**src/design/anr_map.vh**
```
// Base page field layout, selector codes, technology codes, register map for the resolver.
// Assumes inclusion by the resolver only.
`ifndef ANR_MAP_VH
`define ANR_MAP_VH
`define ANR_SEL_LSB      0
`define ANR_SEL_W        5
`define ANR_TA_LSB       5
`define ANR_TA_W         8
`define ANR_SEL_ETH      5'h01
`define ANR_SEL_RSV_LO   5'h00
`define ANR_SEL_RSV_HI   5'h1F
`define ANR_A_10HD       0
`define ANR_A_10FD       1
`define ANR_A_TXHD       2
`define ANR_A_TXFD       3
`define ANR_A_T4         4
`define ANR_A_PAUSE      5
`define ANR_A_ASYM       6
`define ANR_A_RSV        7
`define ANR_MSG_W        11
// Resolved technology codes
`define ANR_T_NONE       4'h0
`define ANR_T_1000FD     4'h9
`define ANR_T_1000HD     4'h8
`define ANR_T_T2FD       4'h7
`define ANR_T_TXFD       4'h6
`define ANR_T_T2HD       4'h5
`define ANR_T_T4         4'h4
`define ANR_T_TXHD       4'h3
`define ANR_T_10FD       4'h2
`define ANR_T_10HD       4'h1
// Register byte offsets
`define ANR_R_CTRL       8'h00
`define ANR_R_LOCAL      8'h04
`define ANR_R_PARTNER    8'h08
`define ANR_R_XABIL      8'h0C
`define ANR_R_RESULT     8'h10
`define ANR_R_MSG        8'h14
`define ANR_MSG_RST      11'h001
`endif

```
**src/design/anr_resolver.v**
```verilog
// Auto-negotiation base page encoder and link outcome resolver with AHB-Lite registers.
// Assumes one 10 MHz clock, synchronous reset, single-word AHB-Lite transfers.
// Functional notes
// (RULE1) Base page holds a 5-bit binary selector naming the message family.
// (RULE2) Never transmit an unassigned selector, including all-zeros and all-ones.
// (RULE3) Send selector 00001; read ability bits only when received selector is 00001.
// (RULE4) Ability field sits on page bits D5..D12 as A0..A7.
// (RULE5) A0 10T, A1 10T FD, A2 TX, A3 TX FD, A4 T4, A7 reserved.
// (RULE6) Reserved ability bits are always sent as zero.
// (RULE7) A5/A6 sent only when MAC control and pause are implemented.
// (RULE8) Pause pair: 00 none, 01 asym to partner, 10 sym, 11 both.
// (RULE9) Technology priority: 1000FD,1000,T2FD,TXFD,T2,T4,TX,10FD,10.
// (RULE10) Pick the single highest-priority technology common to both ends.
// (RULE11) Vendor technologies may slot in; standard order stays unchanged.
// (RULE12) Pause enables only when resolved technology is full duplex.
// (RULE13) Both symmetric: enable both; local 00 or no asym match: disable both.
// (RULE14) Local 01/partner 11: transmit only; local 11/partner 01: receive only.
// (RULE15) With asym bit set, symmetric bit tells the pause direction.
// (RULE16) Pause bits never affect technology choice.
// (RULE17) A message page precedes any run of unformatted pages.
// (RULE18) Message code is an 11-bit binary value.
// (RULE19) Results registered one cycle after both pages valid, held until renegotiation.
//
// The register addresses and the AHB-Lite register port were left to the implementer.
`timescale 1ns/1ps
`default_nettype none
`include "anr_map.vh"
module anr_resolver #(
  parameter [0:0] MAC_CTRL_PAUSE = 1'b1
) (
  input  wire        mclk,
  input  wire        srst,
  input  wire [31:0] haddr,
  input  wire [1:0]  htrans,
  input  wire        hwrite,
  input  wire [2:0]  hsize,
  input  wire [31:0] hwdata,
  input  wire        hsel,
  input  wire        hready,
  output reg  [31:0] hrdata,
  output reg         hreadyout,
  output reg         hresp,
  output reg  [15:0] tx_base_page,
  output reg  [3:0]  tech_res,
  output reg         pause_tx_en,
  output reg         pause_rx_en,
  output reg         res_valid
);

  // Control, local and partner advertisement, message and address-phase state
  reg        renego_q;
  reg [7:0]  loc_abil_q;
  reg [15:0] lp_page_q;
  reg        lp_valid_q;
  reg        loc_valid_q;
  reg [3:0]  xabil_loc_q;
  reg [3:0]  xabil_lp_q;
  reg [10:0] msg_code_q;
  reg        msg_sent_q;
  reg        unf_err_q;
  reg        ap_wr_q;
  reg [7:0]  ap_addr_q;

  // Next-state values
  reg        renego_d;
  reg [7:0]  loc_abil_d;
  reg [15:0] lp_page_d;
  reg        lp_valid_d;
  reg        loc_valid_d;
  reg [3:0]  xabil_loc_d;
  reg [3:0]  xabil_lp_d;
  reg [10:0] msg_code_d;
  reg        msg_sent_d;
  reg        unf_err_d;
  reg        ap_wr_d;
  reg [7:0]  ap_addr_d;
  reg [31:0] hrdata_d;
  reg [15:0] page_d;
  reg        res_valid_d;
  reg [3:0]  tech_res_d;
  reg        pause_tx_d;
  reg        pause_rx_d;

  wire ap_take = hsel & hready & htrans[1];

  // Priority pick over common abilities; pause bits never enter.
  function [3:0] pick_tech;
    input [7:0] la;
    input [7:0] pa;
    input [3:0] lx;
    input [3:0] px;
    reg   [7:0] c;
    reg   [3:0] x;
    begin
      c = la & pa;
      x = lx & px;
      if (x[3])                         pick_tech = `ANR_T_1000FD; // RULE9
      else if (x[2])                    pick_tech = `ANR_T_1000HD;
      else if (x[1])                    pick_tech = `ANR_T_T2FD;
      else if (c[`ANR_A_TXFD])          pick_tech = `ANR_T_TXFD;
      else if (x[0])                    pick_tech = `ANR_T_T2HD;
      else if (c[`ANR_A_T4])            pick_tech = `ANR_T_T4;
      else if (c[`ANR_A_TXHD])          pick_tech = `ANR_T_TXHD;
      else if (c[`ANR_A_10FD])          pick_tech = `ANR_T_10FD;
      else if (c[`ANR_A_10HD])          pick_tech = `ANR_T_10HD;
      else                              pick_tech = `ANR_T_NONE; // RULE10 RULE11
    end
  endfunction

  function is_fd;
    input [3:0] t;
    begin
      is_fd = (t == `ANR_T_1000FD) | (t == `ANR_T_T2FD) |
              (t == `ANR_T_TXFD) | (t == `ANR_T_10FD);
    end
  endfunction

  // Transmitted ability: reserved zero, pause bits gated by capability
  wire [7:0] loc_tx_abil = {1'b0,                                       // RULE6
                            loc_abil_q[`ANR_A_ASYM] & MAC_CTRL_PAUSE,   // RULE7
                            loc_abil_q[`ANR_A_PAUSE] & MAC_CTRL_PAUSE,
                            loc_abil_q[4:0]};                           // RULE5

  // Partner base page abilities ignored unless its selector is the Ethernet one
  wire       lp_eth     = lp_page_q[`ANR_SEL_LSB +: `ANR_SEL_W] == `ANR_SEL_ETH; // RULE3
  wire [7:0] lp_abil    = lp_eth ? lp_page_q[`ANR_TA_LSB +: `ANR_TA_W] : 8'h00;  // RULE4
  wire [3:0] tech_d     = pick_tech(loc_tx_abil, lp_abil, xabil_loc_q, xabil_lp_q); // RULE16

  // Pause resolution
  wire lps = lp_abil[`ANR_A_PAUSE];
  wire lpa = lp_abil[`ANR_A_ASYM];
  wire ls  = loc_tx_abil[`ANR_A_PAUSE];
  wire la  = loc_tx_abil[`ANR_A_ASYM];
  wire sym_both = ls & lps;                    // RULE13 RULE8
  wire tx_only  = ~ls & la & lps & lpa;        // RULE14 RULE15
  wire rx_only  = ls & la & ~lps & lpa;        // RULE14 RULE15
  wire fd       = is_fd(tech_d);

  // Address phase capture; the data phase acts one edge later
  always @* begin
    ap_wr_d   = ap_take & hwrite;
    ap_addr_d = ap_addr_q;
    if (ap_take) begin
      ap_addr_d = haddr[7:0];
    end
  end

  // Read word launched at the address phase, standing in the data phase
  always @* begin
    hrdata_d = hrdata;
    if (ap_take & ~hwrite) begin
      case (haddr[7:0])
        `ANR_R_CTRL: begin
          hrdata_d = {26'h0, unf_err_q, msg_sent_q, 1'b0,
                      lp_valid_q, loc_valid_q, 1'b0};
        end
        `ANR_R_LOCAL: begin
          hrdata_d = {24'h0, loc_abil_q};
        end
        `ANR_R_PARTNER: begin
          hrdata_d = {16'h0, lp_page_q};
        end
        `ANR_R_XABIL: begin
          hrdata_d = {24'h0, xabil_lp_q, xabil_loc_q};
        end
        `ANR_R_RESULT: begin
          hrdata_d = {24'h0, pause_rx_en, pause_tx_en, res_valid,
                      1'b0, tech_res};
        end
        `ANR_R_MSG: begin
          hrdata_d = {21'h0, msg_code_q};
        end
        default: begin
          hrdata_d = 32'h00000000;
        end
      endcase
    end
  end

  // Data phase register writes
  always @* begin
    renego_d    = 1'b0;
    loc_valid_d = loc_valid_q;
    lp_valid_d  = lp_valid_q;
    msg_sent_d  = msg_sent_q;
    unf_err_d   = unf_err_q;
    loc_abil_d  = loc_abil_q;
    lp_page_d   = lp_page_q;
    xabil_loc_d = xabil_loc_q;
    xabil_lp_d  = xabil_lp_q;
    msg_code_d  = msg_code_q;
    if (ap_wr_q) begin
      case (ap_addr_q)
        `ANR_R_CTRL: begin
          renego_d    = hwdata[0];
          loc_valid_d = hwdata[1];
          lp_valid_d  = hwdata[2];
          if (hwdata[3]) begin
            msg_sent_d = 1'b1;
          end
          if (hwdata[4]) begin
            unf_err_d = ~msg_sent_q; // RULE17
          end
        end
        `ANR_R_LOCAL: begin
          loc_abil_d = hwdata[7:0];
        end
        `ANR_R_PARTNER: begin
          lp_page_d = hwdata[15:0];
        end
        `ANR_R_XABIL: begin
          xabil_loc_d = hwdata[3:0];
          xabil_lp_d  = hwdata[7:4];
        end
        `ANR_R_MSG: begin
          msg_code_d = hwdata[`ANR_MSG_W-1:0]; // RULE18
          msg_sent_d = 1'b0;
        end
        default: ;
      endcase
    end
    // Pending renegotiation wins over a partner valid write
    if (renego_q) begin
      lp_valid_d = 1'b0;
    end
  end

  // Resolution: taken once, held until renegotiation
  always @* begin
    res_valid_d = res_valid;
    tech_res_d  = tech_res;
    pause_tx_d  = pause_tx_en;
    pause_rx_d  = pause_rx_en;
    if (renego_q) begin
      res_valid_d = 1'b0;
      tech_res_d  = `ANR_T_NONE;
      pause_tx_d  = 1'b0;
      pause_rx_d  = 1'b0;
    end else if (loc_valid_q & lp_valid_q & ~res_valid) begin // RULE19
      res_valid_d = 1'b1;
      tech_res_d  = tech_d;
      pause_tx_d  = fd & (sym_both | tx_only); // RULE12
      pause_rx_d  = fd & (sym_both | rx_only); // RULE12
    end
  end

  // Outgoing base page: fixed Ethernet selector, never reserved codes
  always @* begin
    page_d = {3'b000, loc_tx_abil, `ANR_SEL_ETH}; // RULE1 RULE2 RULE3 RULE4
  end

  // State registers; bus answer is always ready and OKAY
  always @(posedge mclk) begin
    if (srst) begin
      hrdata       <= 32'h00000000;
      hreadyout    <= 1'b1;
      hresp        <= 1'b0;
      tx_base_page <= 16'h0000;
      tech_res     <= `ANR_T_NONE;
      pause_tx_en  <= 1'b0;
      pause_rx_en  <= 1'b0;
      res_valid    <= 1'b0;
      renego_q     <= 1'b0;
      loc_abil_q   <= 8'h00;
      lp_page_q    <= 16'h0000;
      lp_valid_q   <= 1'b0;
      loc_valid_q  <= 1'b0;
      xabil_loc_q  <= 4'h0;
      xabil_lp_q   <= 4'h0;
      msg_code_q   <= `ANR_MSG_RST;
      msg_sent_q   <= 1'b0;
      unf_err_q    <= 1'b0;
      ap_wr_q      <= 1'b0;
      ap_addr_q    <= 8'h00;
    end else begin
      hrdata       <= hrdata_d;
      hreadyout    <= 1'b1;
      hresp        <= 1'b0;
      tx_base_page <= page_d;
      tech_res     <= tech_res_d;
      pause_tx_en  <= pause_tx_d;
      pause_rx_en  <= pause_rx_d;
      res_valid    <= res_valid_d;
      renego_q     <= renego_d;
      loc_abil_q   <= loc_abil_d;
      lp_page_q    <= lp_page_d;
      lp_valid_q   <= lp_valid_d;
      loc_valid_q  <= loc_valid_d;
      xabil_loc_q  <= xabil_loc_d;
      xabil_lp_q   <= xabil_lp_d;
      msg_code_q   <= msg_code_d;
      msg_sent_q   <= msg_sent_d;
      unf_err_q    <= unf_err_d;
      ap_wr_q      <= ap_wr_d;
      ap_addr_q    <= ap_addr_d;
    end
  end

endmodule
`default_nettype wire

```
**config.mk**
```make
export PLATFORM = sky130hd
export DESIGN_NAME = anr_resolver
export DESIGN_NICKNAME = d
export VERILOG_FILES = /design/src/design/anr_resolver.v
export VERILOG_INCLUDE_DIRS = /design/src /design/src/design
export SDC_FILE = /design/constraint.sdc
export NUM_CORES = 1
export LEC_CHECK = 0
export BUFFER_PORTS_ARGS = -buffer_cell sky130_fd_sc_hd__buf_4
export CAP_MARGIN = 25
export CORE_MARGIN = 5
export CORE_UTILIZATION = 47
export CTS_BUF_LIST = sky130_fd_sc_hd__clkbuf_2 sky130_fd_sc_hd__clkbuf_4 sky130_fd_sc_hd__clkbuf_8
export DETAILED_ROUTE_END_ITERATION = 16
export PLACE_DENSITY_LB_ADDON = 0.2
export SYNTH_ARGS = -nofsm -noshare
export SYNTH_HDL_FRONTEND = slang
export SYNTH_SLANG_ARGS = --single-unit
```
**constraint.sdc**
```tcl
create_clock -name mclk -period 1.85 [get_ports mclk]
set_clock_uncertainty 0.1 [all_clocks]
set_input_delay 0.185 -clock mclk [delete_from_list [all_inputs] [get_ports mclk]]
set_output_delay 0.185 -clock mclk [all_outputs]
set_load 0.005 [all_outputs]
```
==> impl_summary.txt <==
----------------------------------------------------
[STA]
  Top achievable clock speed ... around 530 MHz
  Max Slew Vio Count ... 0
  Final Hold Viols ... 0
  Post-route fraction of the period consumed by the critical path ... 1.02
  Worst path setup slack after routing ... -0.0404 ns
  Min cycle time layout ... ~1.9 ns
  Summed negative setup slack over all endpoints ... -0.135 ns
  Final Setup Violations ... 9
  Unrepaired setup endpoints after global routing ... true

[Routing]
  Pre-antenna DRT Iters ... 4
  Drt wl/cell ... 15.7 µm
  Detail-routed via count per cell ... 5.13
  DRC violations left ... 0
  Detailed router's first-iteration violation count ... 210
  Vias post-DR ... roughly 3300
  Remaining antenna violation count ... 0
  Drt total wl ... a little under 10000 µm

[Min path]
  Startpoint of the lowest-slack hold path ... hwdata[5]
  Type of the worst min-delay path ... in2reg
  Hold-critical path depth ... 3
  Hold path endpoint ... loc_abil_q[5]

[Synth]
  Sequential element share of the synthesized area ... 0.454
  Netlist area before placement ... just under 4000 µm²
  Async set or reset register ratio after synthesis ... 0
  Ys flop type ... dfxtp_1
  Yosys synthesis warning count ... 0
  Synth Instances ... 438
  Register bit count reported by yosys ... 88
  Distinct cell type count of the synthesized netlist ... 49
  Average instance area after synthesis ... 8.85 µm²
  Library cell with the largest summed area after synthesis ... dfxtp_1
  Dominant cells by area after synthesis ... dfxtp_1, mux2i_1, nand2_1, nor2_1, buf_4
  Share of the synthesized area in the top cell type ... 0.454
  EDFF count, synth ... 0

[Power and ir drop]
  Reg power frac ... 0.545
  Total net switching power ... 863 µW
  Worst ir drop on vdd ... 0.407 mV
  Internal Power ... 2.64 mW
  Leak Pwr ... 1.99 nW
  Part of the power in the clock network ... 0.387
  Switch share ... 0.246
  Power per cell area ... ~720 nW/µm²
  Part of the total power dissipated in combinational logic ... 0.067

[GRT]
  Maximum number of pins on one net before global-route repair ... 37
  First-pass GRT wire length ... 16000 µm
  Number of antenna violations at the first check in global routing ... 0
  Final global-route overflow total ... 0
  Number of global-route vias before repair ... 3121
  GRT Overall Usage ... 0.202

[Place]
  Weighted congestion reported at the end of routability-driven placement ... 0.890
  Placed Instances ... 596
  HPWL Detailed ... 6980 µm
  Count of buffers inserted at the top-level ports ... 60

[Flow run]
  Max-cap violations ... 0

[Setup path]
  Startpoint types ... flip-flop
  Endpoint class of the critical path ... flip-flop
  Data required, critical path ... 1.99 ns
  Internal reg-to-reg setup slack ... -0.04 ns
  Crit path arrival time ... approximately 2.0 ns
  End of the worst register-to-register path ... lp_page_q[3]
  Worst Path Class, Setup ... reg2reg
  Worst reg-to-reg path cell count ... 8
  Start of the worst register-to-register path ... ap_addr_q[7]
  Largest fanout on the critical path ... 8

[Clocking]
  Maximum buffer depth of the clock tree ... 2
  Clock tree sinks ... 88
  Root buffer cell ... clkbuf_8
  Htree depth ... 3
  TritonCTS clock tree ... yes
  Clock transition at the register clock pins on the worst setup and hold paths after CTS ... 0.09 ns
  Clock latency at the later pin of the worst-skew pair ... 0.35 ns
  Cts bufs inserted ... 9

[Floorplan]
  Area of the core ... 8130 µm²
  Initial core utilization ... 0.477
  Cell Rows ... 33
  Vert. Die Dim ... ~100 µm
  Number of primary I/O pins ... 131
  Die area ... 10200 µm²
  Die boundary width ... 101 µm

[Final layout]
  Antenna fix cells ... 0
  Post-route non-filler standard cell count ... 635
  Most frequent cells in the layout ... dfxtp_1, buf_4, nand2_1, nor2_1, mux2i_1
  Commonest non-fill, non-tap cell in the layout ... dfxtp_1
  Share of final-layout standard cells stronger than drive strength 1 ... 0.226
  Area grow syn2layout ... 25.8%
  NumNets Final ... 599

[Status]
  Violations in the final reports ... setup timing
  Run status ... finished with violations

----------------------------------------------------
## critical path: stages (launching register included)
cell and delay [ns]:
dfxtp_2 0.34, nor4b_4 0.29, and2b_2 0.21, nand2_4 0.06
nor3b_4 0.21, buf_4 0.15, buf_12 0.14, mux2i_1 0.22
nor2_1 0.06
## stage by stage
stage          hold WS (ns)  utilization  area [µm²]  setup slack [ns]  total power, mW
2_1_floorplan         0.195            -        3970            0.0524             2.10
3_3_place_gp          0.322        0.542        4410           0.00230             2.15
3_5_place_dp          0.331        0.542        4410           -0.0434             2.15
4_1_cts             0.00122        0.596        4850           -0.0724             3.52
5_1_grt              0.0157        0.600        4880            -0.150             3.63
6_report            0.00769        0.600        4880           -0.0404             3.50
## final cells by class
class / count / area [µm²]
Fill cell: 726 / 3260
Sequential cell: 88 / 1760
Tap cell: 105 / 131
Inverter: 3 / 11.3
Clock buffer: 9 / 124
Multi-Input combinational cell: 321 / 1910
Clock inverter: 7 / 77.6
Timing Repair Buffer: 102 / 855
## state kept, by name (all words and copies together), names as in the netlist, 4 cells and up
name          flops
msg_code_q       11
xabil_loc_q       4
ap_addr_q         8
tx_base_page      8
xabil_lp_q        4
hrdata           16
loc_abil_q        8
lp_page_q        16
tech_res          4
## synthesized netlist by cell type, types with 2 or more instances
master and n:
a21oi_1 32, a221o_1 3, a22o_1 3, a22oi_1 8
a311oi_1 2, and2_1 4, and3_1 5, buf_2 7
buf_4 26, clkbuf_1 14, conb_1 2, dfxtp_1 88
inv_1 3, mux2i_1 46, nand2_1 67, nand2b_1 5
nand3_1 8, nand3b_1 2, nand4_1 2, nor2_1 54
nor2b_1 10, nor3_1 3, o211ai_1 3, o21ai_0 8
o21ai_1 7, o22ai_1 2, o31ai_1 2
## how the worst max path moves through the flow
stage	startpoint	endpoint	slack, ns	depth (start not counted)
4_1_cts	ap_addr_q[5]	lp_page_q[3]	-0.07	8
3_3_place_gp	ap_addr_q[5]	lp_page_q[5]	0.002	7
6_report	ap_addr_q[7]	lp_page_q[3]	-0.04	8
5_1_grt	ap_addr_q[7]	lp_page_q[6]	-0.15	8
3_5_place_dp	ap_addr_q[5]	lp_page_q[10]	-0.04	7
2_1_floorplan	ap_addr_q[5]	lp_page_q[10]	0.05	8
## cells by family after synthesis
group	count (synthesis)	synth area share
multiplexers	48	0.127
buffers and inverters	53	0.0849
AND/OR/NAND/NOR	174	0.217
AO/OA/AOI/OAI	73	0.115
flip-flops	88	0.454
other	2	0.00194
## power groups by stage
stage                     sequential [mW]  combinational (mW)  clock [mW]
after CTS                            1.91               0.228        1.38
after floorplan                      1.95               0.142           0
after global routing                 1.91               0.257        1.47
after detailed placement             1.95               0.198           0
final                                1.91               0.236        1.36
after global placement               1.95               0.197           0
## repair_timing
action	in CTS	in global routing
setup buffers	4	3
pin swaps	2	7
endpoints found under the hold margin	22	0
gates resized for setup	5	10
hold buffers	16	0
endpoints found under the setup margin	16	43
cloned	1	0
## layer usage
metal / wire length (µm) / global-route usage / vias to the layer above
li1: - / - / 1626
met1: 4270 / 0.258 / 1522
met2: 4730 / 0.337 / 101
met3: 810 / 0.0567 / 11
met4: 140 / 0.0518 / 0
met5: 0 / 0 / -
(Power assumes the default switching activity.)
